$ cat config.mk
export PLATFORM = sky130hd
export DESIGN_NAME = ram_playback_sequencer
export DESIGN_NICKNAME = d
export VERILOG_FILES = /design/src/logic/step_timer.v /design/src/logic/ram_playback_sequencer.v
export VERILOG_INCLUDE_DIRS = /design/src /design/src/shared
export SDC_FILE = /design/constraint.sdc
export NUM_CORES = 1
export LEC_CHECK = 0
export ABC_AREA = 1
export BUFFER_PORTS_ARGS = -buffer_cell sky130_fd_sc_hd__clkbuf_2
export CAP_MARGIN = 20
export CORE_MARGIN = 2
export CORE_UTILIZATION = 60
export CTS_CLUSTER_SIZE = 14
export DETAILED_ROUTE_END_ITERATION = 12
export HOLD_SLACK_MARGIN = 0.02
export PLACE_DENSITY = 0.87
export SLEW_MARGIN = 20
export SYNTH_ARGS = -nofsm -noshare
export SYNTH_HDL_FRONTEND = slang
export SYNTH_SLANG_ARGS = --single-unit
export TNS_END_PERCENT = 10
$ cat constraint.sdc
create_clock -name clk_i -period 7.9 [get_ports clk_i]
set_input_delay 0.79 -clock clk_i [delete_from_list [all_inputs] [get_ports clk_i]]
set_output_delay 0.79 -clock clk_i [all_outputs]
set_load 0.02 [all_outputs]
$ cat src/shared/ram_playback_defines.vh
// Constants for the waveform RAM playback sequencer and its register slave.
// Assumes inclusion by bare name from each design file that needs them.
`ifndef RAM_PLAYBACK_DEFINES_VH
`define RAM_PLAYBACK_DEFINES_VH

// ----------
// Register byte offsets
// ----------
`define OFS_CTRL         4'h0
`define OFS_SEG0_BOUNDS  4'h4
`define OFS_SEG0_RATE    4'h8
`define OFS_SEG1_BOUNDS  4'hC
`define OFS_SEG1_RATE    5'h10
`define OFS_STATUS       5'h14

// ----------
// Control register fields
// ----------
`define CTRL_EN_BIT      0
`define CTRL_DEST_BIT    1
`define CTRL_OPM_LSB     2
`define CTRL_OPM_MSB     3
`define CTRL_RATE_LSB    8
`define CTRL_RATE_MSB    13
`define CTRL_RST_VAL     32'h0000_0100

// ----------
// Device operating modes
// ----------
`define OPM_SINGLE_TONE  2'h0
`define OPM_QUAD_UPCONV  2'h1
`define OPM_INTERP_DAC   2'h2

// ----------
// Segment bounds register fields
// ----------
`define SEG_START_LSB    0
`define SEG_START_MSB    9
`define SEG_END_LSB      16
`define SEG_END_MSB      25
`define SEG_MODE_LSB     28
`define SEG_MODE_MSB     30
`define SEG_RST_VAL      32'h0000_0000
`define RATE_RST_VAL     32'h0000_0001
`define SEG_MASK         32'h73FF_03FF
`define RATE_MASK        32'h0000_FFFF

// ----------
// Playback mode codes
// ----------
`define PBM_RAMP_UP      3'h1
`define PBM_BIDIR        3'h2
`define PBM_CONT_BIDIR   3'h3
`define PBM_RECIRC       3'h4

// ----------
// Status register fields and bus responses
// ----------
`define STAT_STATE_LSB   12
`define STAT_SEG_BIT     16
`define STAT_UP_BIT      17
`define RESP_OKAY        2'h0
`define RESP_SLVERR      2'h2

// ----------
// Timer multiplier
// ----------
`define TIMER_MULT       2'h2

`endif

$ cat src/logic/step_timer.v
// Playback step timer: one tick per programmed period of clock cycles.
// Assumes a period of at least one; a restart pulse begins a fresh period.
module step_timer #(
  parameter PW = 24
) (
  // Clock, reset and enable
  input  wire          clk_i,
  input  wire          rst_n_i,
  input  wire          ce_i,
  // Control
  input  wire          run_i,
  input  wire          restart_i,
  input  wire [PW-1:0] period_i,
  // Expiry
  output reg           tick_o
);

  reg [PW-1:0] cnt_ff;

  always @(posedge clk_i or negedge rst_n_i) begin
    if (!rst_n_i) begin
      cnt_ff <= {PW{1'b0}};
      tick_o <= 1'b0;
    end else if (ce_i) begin
      if (restart_i || !run_i) begin
        cnt_ff <= {PW{1'b0}};
        tick_o <= 1'b0;
      end else if (cnt_ff + {{(PW-1){1'b0}}, 1'b1} >= period_i) begin
        cnt_ff <= {PW{1'b0}};
        tick_o <= 1'b1;
      end else begin
        cnt_ff <= cnt_ff + {{(PW-1){1'b0}}, 1'b1};
        tick_o <= 1'b0;
      end
    end
  end

endmodule

$ cat src/logic/ram_playback_sequencer.v
// Address sequencer for a 1024-word waveform RAM with an AXI4-Lite register slave.
// Assumes trigger pin and update strobe are synchronous to clk_i.
//
// What this block does
// - Decode 3-bit mode: ramp, bidir, continuous, recirculate.
// - Play only in upconvert or interpolating converter mode.
// - Mode comes from the active segment register.
// - Continuous modes refused when feeding scaling multipliers.
// - Ramp-up: strobe or edge loads segment start.
// - Ramp-up counts up to end, then holds.
// - Address moves by one per timer expiry, except that recirculate jumps from end back to start.
// - Bidirectional: strobe only arms segment 0.
// - Rising edge: segment 0 start, count up.
// - Falling edge: segment 1 end, count down.
// - Early pin change restarts timer, reverses direction.
// - Continuous bidirectional reverses at each terminal address.
// - Continuous bidirectional: edge restarts from new segment.
// - Continuous bidirectional runs until strobe or edge.
// - Recirculate: after end, reload start and continue.
// - Recirculate repeats until strobe or edge restarts.
// - Rising edge selects segment 0, falling segment 1.
// - Segment: 10-bit start, end, 16-bit rate, 3-bit mode.
// - Multiplier timer period is four times R times M.
`include "ram_playback_defines.vh"

module ram_playback_sequencer #(
  parameter AW = 10,
  parameter RW = 16,
  parameter FW = 6
) (
  // Clock, reset and enable
  input  wire          clk_i,
  input  wire          rst_n_i,
  input  wire          ce_i,
  // AXI4-Lite write channels
  input  wire [4:0]    s_axi_awaddr_i,
  input  wire          s_axi_awvalid_i,
  output reg           s_axi_awready_o,
  input  wire [31:0]   s_axi_wdata_i,
  input  wire [3:0]    s_axi_wstrb_i,
  input  wire          s_axi_wvalid_i,
  output reg           s_axi_wready_o,
  output reg  [1:0]    s_axi_bresp_o,
  output reg           s_axi_bvalid_o,
  input  wire          s_axi_bready_i,
  // AXI4-Lite read channels
  input  wire [4:0]    s_axi_araddr_i,
  input  wire          s_axi_arvalid_i,
  output reg           s_axi_arready_o,
  output reg  [31:0]   s_axi_rdata_o,
  output reg  [1:0]    s_axi_rresp_o,
  output reg           s_axi_rvalid_o,
  input  wire          s_axi_rready_i,
  // Controller pins
  input  wire          playback_trigger_pin_i,
  input  wire          update_strobe_i,
  // RAM read port
  output reg  [AW-1:0] ram_addr_o,
  output reg           ram_word_valid_o
);

  localparam PW = 2 + FW + RW;
  localparam [1:0] ST_IDLE  = 2'h0;
  localparam [1:0] ST_ARMED = 2'h1;
  localparam [1:0] ST_RUN   = 2'h2;
  localparam [1:0] ST_HOLD  = 2'h3;

  // ----------------------------------------------------------------------
  // Register file: written copies and the copies the sequencer uses
  // ----------------------------------------------------------------------
  reg  [31:0] ctrl_ff, seg0_ff, rate0_ff, seg1_ff, rate1_ff;
  reg  [31:0] act_ctrl_ff, act_seg0_ff, act_rate0_ff, act_seg1_ff, act_rate1_ff;
  reg  [4:0]  aw_addr_ff;
  reg         aw_full_ff;
  reg  [31:0] w_data_ff;
  reg  [3:0]  w_strb_ff;
  reg         w_full_ff;
  reg  [1:0]  state_ff;
  reg  [AW-1:0] addr_ff;
  reg         seg_sel_ff;
  reg         up_ff;
  reg         trig_d_ff;

  function [31:0] merge;
    input [31:0] old;
    input [31:0] data;
    input [3:0]  strb;
    integer k;
    begin
      merge = old;
      for (k = 0; k < 4; k = k + 1) begin
        if (strb[k]) begin
          merge[k*8 +: 8] = data[k*8 +: 8];
        end
      end
    end
  endfunction

  wire aw_take = s_axi_awvalid_i && s_axi_awready_o;
  wire w_take  = s_axi_wvalid_i && s_axi_wready_o;
  wire do_write = aw_full_ff && w_full_ff && !s_axi_bvalid_o;

  always @(posedge clk_i or negedge rst_n_i) begin
    if (!rst_n_i) begin
      aw_addr_ff      <= 5'h00;
      aw_full_ff      <= 1'b0;
      w_data_ff       <= 32'h0000_0000;
      w_strb_ff       <= 4'h0;
      w_full_ff       <= 1'b0;
      s_axi_awready_o <= 1'b0;
      s_axi_wready_o  <= 1'b0;
      s_axi_bvalid_o  <= 1'b0;
      s_axi_bresp_o   <= `RESP_OKAY;
      ctrl_ff         <= `CTRL_RST_VAL;
      seg0_ff         <= `SEG_RST_VAL;
      seg1_ff         <= `SEG_RST_VAL;
      rate0_ff        <= `RATE_RST_VAL;
      rate1_ff        <= `RATE_RST_VAL;
    end else if (ce_i) begin
      if (aw_take) begin
        aw_addr_ff <= s_axi_awaddr_i;
        aw_full_ff <= 1'b1;
      end
      if (w_take) begin
        w_data_ff <= s_axi_wdata_i;
        w_strb_ff <= s_axi_wstrb_i;
        w_full_ff <= 1'b1;
      end
      s_axi_awready_o <= !aw_full_ff && !aw_take;
      s_axi_wready_o  <= !w_full_ff && !w_take;
      if (do_write) begin
        aw_full_ff     <= 1'b0;
        w_full_ff      <= 1'b0;
        s_axi_bvalid_o <= 1'b1;
        s_axi_bresp_o  <= `RESP_OKAY;
        if (aw_addr_ff[4:2] == `OFS_CTRL >> 2) begin
          ctrl_ff <= merge(ctrl_ff, w_data_ff, w_strb_ff);
        end else if (aw_addr_ff[4:2] == `OFS_SEG0_BOUNDS >> 2) begin
          seg0_ff <= merge(seg0_ff, w_data_ff, w_strb_ff) & `SEG_MASK;
        end else if (aw_addr_ff[4:2] == `OFS_SEG0_RATE >> 2) begin
          rate0_ff <= merge(rate0_ff, w_data_ff, w_strb_ff) & `RATE_MASK;
        end else if (aw_addr_ff[4:2] == `OFS_SEG1_BOUNDS >> 2) begin
          seg1_ff <= merge(seg1_ff, w_data_ff, w_strb_ff) & `SEG_MASK;
        end else if (aw_addr_ff[4:2] == `OFS_SEG1_RATE >> 2) begin
          rate1_ff <= merge(rate1_ff, w_data_ff, w_strb_ff) & `RATE_MASK;
        end else if (aw_addr_ff[4:2] != `OFS_STATUS >> 2) begin
          s_axi_bresp_o <= `RESP_SLVERR;
        end
      end else if (s_axi_bvalid_o && s_axi_bready_i) begin
        s_axi_bvalid_o <= 1'b0;
      end
    end
  end

  wire [31:0] status_word = {14'h0000, up_ff, seg_sel_ff, 2'h0, state_ff,
                             {(12-AW){1'b0}}, addr_ff};

  always @(posedge clk_i or negedge rst_n_i) begin
    if (!rst_n_i) begin
      s_axi_arready_o <= 1'b0;
      s_axi_rvalid_o  <= 1'b0;
      s_axi_rdata_o   <= 32'h0000_0000;
      s_axi_rresp_o   <= `RESP_OKAY;
    end else if (ce_i) begin
      s_axi_arready_o <= !s_axi_rvalid_o && !s_axi_arready_o;
      if (s_axi_arvalid_i && s_axi_arready_o) begin
        s_axi_rvalid_o <= 1'b1;
        s_axi_rresp_o  <= `RESP_OKAY;
        if (s_axi_araddr_i[4:2] == `OFS_CTRL >> 2) begin
          s_axi_rdata_o <= ctrl_ff;
        end else if (s_axi_araddr_i[4:2] == `OFS_SEG0_BOUNDS >> 2) begin
          s_axi_rdata_o <= seg0_ff;
        end else if (s_axi_araddr_i[4:2] == `OFS_SEG0_RATE >> 2) begin
          s_axi_rdata_o <= rate0_ff;
        end else if (s_axi_araddr_i[4:2] == `OFS_SEG1_BOUNDS >> 2) begin
          s_axi_rdata_o <= seg1_ff;
        end else if (s_axi_araddr_i[4:2] == `OFS_SEG1_RATE >> 2) begin
          s_axi_rdata_o <= rate1_ff;
        end else if (s_axi_araddr_i[4:2] == `OFS_STATUS >> 2) begin
          s_axi_rdata_o <= status_word;
        end else begin
          s_axi_rdata_o <= 32'h0000_0000;
          s_axi_rresp_o <= `RESP_SLVERR;
        end
      end else if (s_axi_rvalid_o && s_axi_rready_i) begin
        s_axi_rvalid_o <= 1'b0;
      end
    end
  end

  // ----------------------------------------------------------------------
  // Update strobe moves written settings into the working copies
  // ----------------------------------------------------------------------
  always @(posedge clk_i or negedge rst_n_i) begin
    if (!rst_n_i) begin
      act_ctrl_ff  <= `CTRL_RST_VAL;
      act_seg0_ff  <= `SEG_RST_VAL;
      act_seg1_ff  <= `SEG_RST_VAL;
      act_rate0_ff <= `RATE_RST_VAL;
      act_rate1_ff <= `RATE_RST_VAL;
    end else if (ce_i && update_strobe_i) begin
      act_ctrl_ff  <= ctrl_ff;
      act_seg0_ff  <= seg0_ff;
      act_seg1_ff  <= seg1_ff;
      act_rate0_ff <= rate0_ff;
      act_rate1_ff <= rate1_ff;
    end
  end

  // ----------------------------------------------------------------------
  // Segment selection and mode checks
  // ----------------------------------------------------------------------
  wire [1:0] opm = act_ctrl_ff[`CTRL_OPM_MSB:`CTRL_OPM_LSB];
  wire to_mult  = act_ctrl_ff[`CTRL_DEST_BIT];
  wire play_ok  = act_ctrl_ff[`CTRL_EN_BIT] &&
                  (opm == `OPM_QUAD_UPCONV || opm == `OPM_INTERP_DAC);
  wire rise     = playback_trigger_pin_i && !trig_d_ff;
  wire fall     = !playback_trigger_pin_i && trig_d_ff;
  wire edge_any = rise || fall;

  // Fields of the running segment and of the segment a new event picks.
  wire [31:0]   cur_seg   = seg_sel_ff ? act_seg1_ff : act_seg0_ff;
  wire [AW-1:0] cur_start = cur_seg[`SEG_START_MSB:`SEG_START_LSB];
  wire [AW-1:0] cur_end   = cur_seg[`SEG_END_MSB:`SEG_END_LSB];
  wire [2:0]    cur_mode  = cur_seg[`SEG_MODE_MSB:`SEG_MODE_LSB];
  wire [RW-1:0] cur_rate  = seg_sel_ff ? act_rate1_ff[RW-1:0] : act_rate0_ff[RW-1:0];

  wire          new_sel   = edge_any ? fall : seg_sel_ff;
  wire [31:0]   new_seg   = new_sel ? act_seg1_ff : act_seg0_ff;
  wire [2:0]    new_mode  = new_seg[`SEG_MODE_MSB:`SEG_MODE_LSB];

  function mode_ok;
    input [2:0] m;
    input       mult;
    begin
      mode_ok = (m == `PBM_RAMP_UP) || (m == `PBM_BIDIR) ||
                (!mult && (m == `PBM_CONT_BIDIR || m == `PBM_RECIRC));
    end
  endfunction

  // ----------------------------------------------------------------------
  // Step timer
  // ----------------------------------------------------------------------
  wire [FW-1:0] rate_fac = act_ctrl_ff[`CTRL_RATE_MSB:`CTRL_RATE_LSB];
  wire [PW-1:0] rm_prod  = {{(PW-FW){1'b0}}, rate_fac} * {{(PW-RW){1'b0}}, cur_rate};
  wire [PW-1:0] mult_per = rm_prod << `TIMER_MULT;
  wire [PW-1:0] period   = to_mult ? mult_per : {{(PW-1){1'b0}}, 1'b1};
  wire          start_evt = play_ok && (edge_any || update_strobe_i);
  wire          tick;

  step_timer #(.PW(PW)) u_timer (
    .clk_i     (clk_i),
    .rst_n_i   (rst_n_i),
    .ce_i      (ce_i),
    .run_i     (state_ff == ST_RUN),
    .restart_i (start_evt),
    .period_i  (period),
    .tick_o    (tick)
  );

  // ----------------------------------------------------------------------
  // Address state machine
  // ----------------------------------------------------------------------
  always @(posedge clk_i or negedge rst_n_i) begin
    if (!rst_n_i) begin
      state_ff         <= ST_IDLE;
      addr_ff          <= {AW{1'b0}};
      seg_sel_ff       <= 1'b0;
      up_ff            <= 1'b1;
      trig_d_ff        <= 1'b0;
      ram_addr_o       <= {AW{1'b0}};
      ram_word_valid_o <= 1'b0;
    end else if (ce_i) begin
      trig_d_ff        <= playback_trigger_pin_i;
      ram_word_valid_o <= tick && state_ff == ST_RUN;
      ram_addr_o       <= addr_ff;
      if (!play_ok) begin
        state_ff <= ST_IDLE;
      end else if (start_evt) begin
        seg_sel_ff <= new_sel;
        if (!mode_ok(new_mode, to_mult)) begin
          state_ff <= ST_IDLE;
        end else if (new_mode == `PBM_BIDIR && !edge_any) begin
          seg_sel_ff <= 1'b0;
          state_ff   <= ST_ARMED;
        end else if (new_mode == `PBM_BIDIR && fall) begin
          addr_ff  <= new_seg[`SEG_END_MSB:`SEG_END_LSB];
          up_ff    <= 1'b0;
          state_ff <= ST_RUN;
        end else begin
          addr_ff  <= new_seg[`SEG_START_MSB:`SEG_START_LSB];
          up_ff    <= 1'b1;
          state_ff <= ST_RUN;
        end
      end else if (state_ff == ST_RUN && tick) begin
        case (cur_mode)
          `PBM_RAMP_UP: begin
            if (addr_ff == cur_end) begin
              state_ff <= ST_HOLD;
            end else begin
              addr_ff <= addr_ff + {{(AW-1){1'b0}}, 1'b1};
            end
          end
          `PBM_BIDIR: begin
            if ((up_ff && addr_ff == cur_end) || (!up_ff && addr_ff == cur_start)) begin
              state_ff <= ST_HOLD;
            end else if (up_ff) begin
              addr_ff <= addr_ff + {{(AW-1){1'b0}}, 1'b1};
            end else begin
              addr_ff <= addr_ff - {{(AW-1){1'b0}}, 1'b1};
            end
          end
          `PBM_CONT_BIDIR: begin
            if (up_ff && addr_ff == cur_end) begin
              up_ff   <= 1'b0;
              addr_ff <= addr_ff - {{(AW-1){1'b0}}, 1'b1};
            end else if (!up_ff && addr_ff == cur_start) begin
              up_ff   <= 1'b1;
              addr_ff <= addr_ff + {{(AW-1){1'b0}}, 1'b1};
            end else if (up_ff) begin
              addr_ff <= addr_ff + {{(AW-1){1'b0}}, 1'b1};
            end else begin
              addr_ff <= addr_ff - {{(AW-1){1'b0}}, 1'b1};
            end
          end
          `PBM_RECIRC: begin
            if (addr_ff == cur_end) begin
              addr_ff <= cur_start;
            end else begin
              addr_ff <= addr_ff + {{(AW-1){1'b0}}, 1'b1};
            end
          end
          default: begin
            state_ff <= ST_IDLE;
          end
        endcase
      end
    end
  end

endmodule

==> metrics <==
initial antenna violation count 1; RSZ-0062 raised after global routing no; Placed Cells 2852; Peak supply drop ~0.00026 V; Area Growth Syn to Fin 10.04%; Max Slew Vio Count 0; top post-synthesis cells by area dfrtp_1 (42%), nand2_1 (12%), o21ai_0 (8.8%); Hold Vio Cnt, Final 0; critical path data required time 8.27 ns; CTS tree yes; CP Max Fanout 28; clk_lat worst skew 0.54 ns; min Tclk post-route about 6.8 ns; startpoint types register; Routability Congestion 0.9703; drt pass-1 iters 6; final net count 2659; Setup Crit Path Kind reg2reg; Fmax achieved 148.0 MHz; number of buffers added on ports around 100; max_cap viols 0; top-count cell post-synth nand2_1; GR Overflow Total 0; HP Class in2async; Slowest-stage cell, CP dfrtp_2; routed via count 17250; chip width 182.3 um; DRC viols 0; Total Power 6.885 mW; ys async rst share 100.0%; Setup Buffers After CTS 0; H-Tree Depth 2; Detailed Route Iter0 Violations approximately 1800; vias in the first global route 16310; n_diodes 0; largest net degree at the start of global routing between 150 and 200; r2r startpoint seg_sel_ff; initial core utilization 60.74%; Max Root-Sink Buffers 3; fin area 20980 sq um; row cnt between 60 and 70; clock skew 0.03020 ns; Yosys top cell by area dfrtp_1; Die ar. 33220 sq um; outcome complete, no violations; Yosys reg bits roughly 330; Leak 10.49 nW; fin crit share 85.50%; DP HPWL approximately 37000 um; sequential-to-total area share from yosys stat 43.22%; post-synth cell types 52; clk sink count 329; Via density 5.914; Yosys top cell area share 42.26%; clk root buf clkbuf_16; first-pass GRT wire length around 83000 um; post-route ant nets 0; Post-Route Setup TNS 0 ns; Cell Area, Synth 19070 sq um; critical path launch point seg_sel_ff; total CTS buffers 35; final setup violation count 0; Post-CTS Resized 0; Syn Area/Cell slightly below 8 sq um; Buf+Inv Stages, Crit Path 5; GRT Resource Usage Total 31.27%; hold_buf cts 0; Worst Max-Slew Pin Slew roughly 1.1 ns; share of cells above drive strength 1 8.748%; Final Core Density around two thirds; type of destination of the critical path register; clock slew at reported path FFs 0.06 ns; Critical Path AT 7.13 ns; Mapped Cells 2434; Synthesis Warnings 0; slowest cell delay on critical path 0.69 ns; final wirelength 51990 um; Die Height 182.3 um; drt wl/cell 17.82 um; Area after DPL between 15000 and 20000 sq um; # IOs 108; Core Region around 31000 sq um; cell area power density 328.1 nW/um^2; prevailing post-synth register cell dfrtp_1; Post-synth top cells nand2_1 (620), o21ai_0 (336), inv_1 (324); Cell Count, Final, Fillers Out ~2900; Post-synth EDFFs 0; Max transition margin 27.60%; Worst path top cell family by delay adder cells
-- area by class of cell --
cell class,instances,area (sq um)
Clock buffer,52,959.7
Clock inverter,11,185.2
Fill cell,2473,10410
Inverter,332,1246
Multi-Input combinational cell,1675,9161
Sequential cell,329,8243
Tap cell,402,503.0
Timing Repair Buffer,116,684.4
-- stage by stage --
step | hold WS, ns | setup slack [ns]
after CTS | 0.2122 | 1.243
after global routing | 0.2342 | 0.6484
final | 0.1964 | 1.145
after floorplan | 0.4418 | 2.080
after detailed placement | 0.4715 | 1.268
after global placement | 0.4561 | 1.337
-- where the power goes --
part / switching, mW / internal (mW) / leakage, nW
Sequential: 0.367 / 2.17 / 4.37
Clock: 0.695 / 0.953 / 0.545
Combinational: 1.83 / 0.871 / 5.58
Total: 2.89 / 3.99 / 10.5
-- final timing paths --
path	to	depth (start not counted)	slack, ns
setup reg to reg	u_timer.cnt_ff[3]	30	1.15
max in group asynchronous	w_data_ff[10]	3	6.31
hold / removal	addr_ff[2]	1	0.20
setup / recovery	u_timer.cnt_ff[3]	30	1.15
min in group clk_i	w_data_ff[3]	3	0.46
hold reg to reg	ram_addr_o[2]	2	0.48
-- kinds of logic after synthesis --
family | after synthesis | synth area share (%)
multiplexers | 19 | 1.043
other | 1 | 0.01967
adder cells (fa/ha/maj) | 114 | 9.724
flip-flops | 329 | 43.22
AND/OR/NAND/NOR | 970 | 20.70
buffers and inverters | 431 | 8.858
AO/OA/AOI/OAI | 541 | 15.10
XOR/XNOR | 29 | 1.332
-- state kept, by name, summed over array words and instances, names as in the netlist, 4 cells and up --
| name | flops |
|---|---|
| s_axi_rdata_o | 32 |
| act_ctrl_ff | 10 |
| act_seg0_ff | 23 |
| ctrl_ff | 32 |
| rate0_ff | 16 |
| w_data_ff | 32 |
| seg0_ff | 23 |
| seg1_ff | 23 |
| ram_addr_o | 10 |
| w_strb_ff | 4 |
| act_seg1_ff | 23 |
| u_timer.cnt_ff | 24 |
| addr_ff | 10 |
| rate1_ff | 16 |
| act_rate1_ff | 16 |
| act_rate0_ff | 16 |
-- per-layer routing --
layer  global-route usage [%]  vias to the layer above  routed length (um)
met1                    44.00                     8292               21940
met3                    5.747                      153                4859
met5                        0                        -                  13
met4                    11.84                        2                1917
li1                         -                     7932                   -
met2                    48.79                      873               23260
-- cells in the final DEF, fill, tap and decap left out, types with 4 or more instances in the layout --
cell and instances:
nand2_1 619, o21ai_0 336, inv_1 324, dfrtp_1 321, nor2_1 188, a21oi_1 123, clkbuf_2 100, nand3_1 90
fa_1 57, ha_1 57, clkbuf_16 35, o22ai_1 32, xor2_1 28, nor3_1 18, clkbuf_1 15, mux2i_1 12
nand4_1 12, a221oi_1 12, buf_4 11, or2_2 9, o211ai_1 9, inv_2 7, mux2_2 7, o21ai_1 7
nand2_2 7, dfstp_2 7, nor2_2 6, nor4_1 5, o31ai_1 4, nand3_2 4, clkinv_2 4
(Power assumes the default switching activity.)
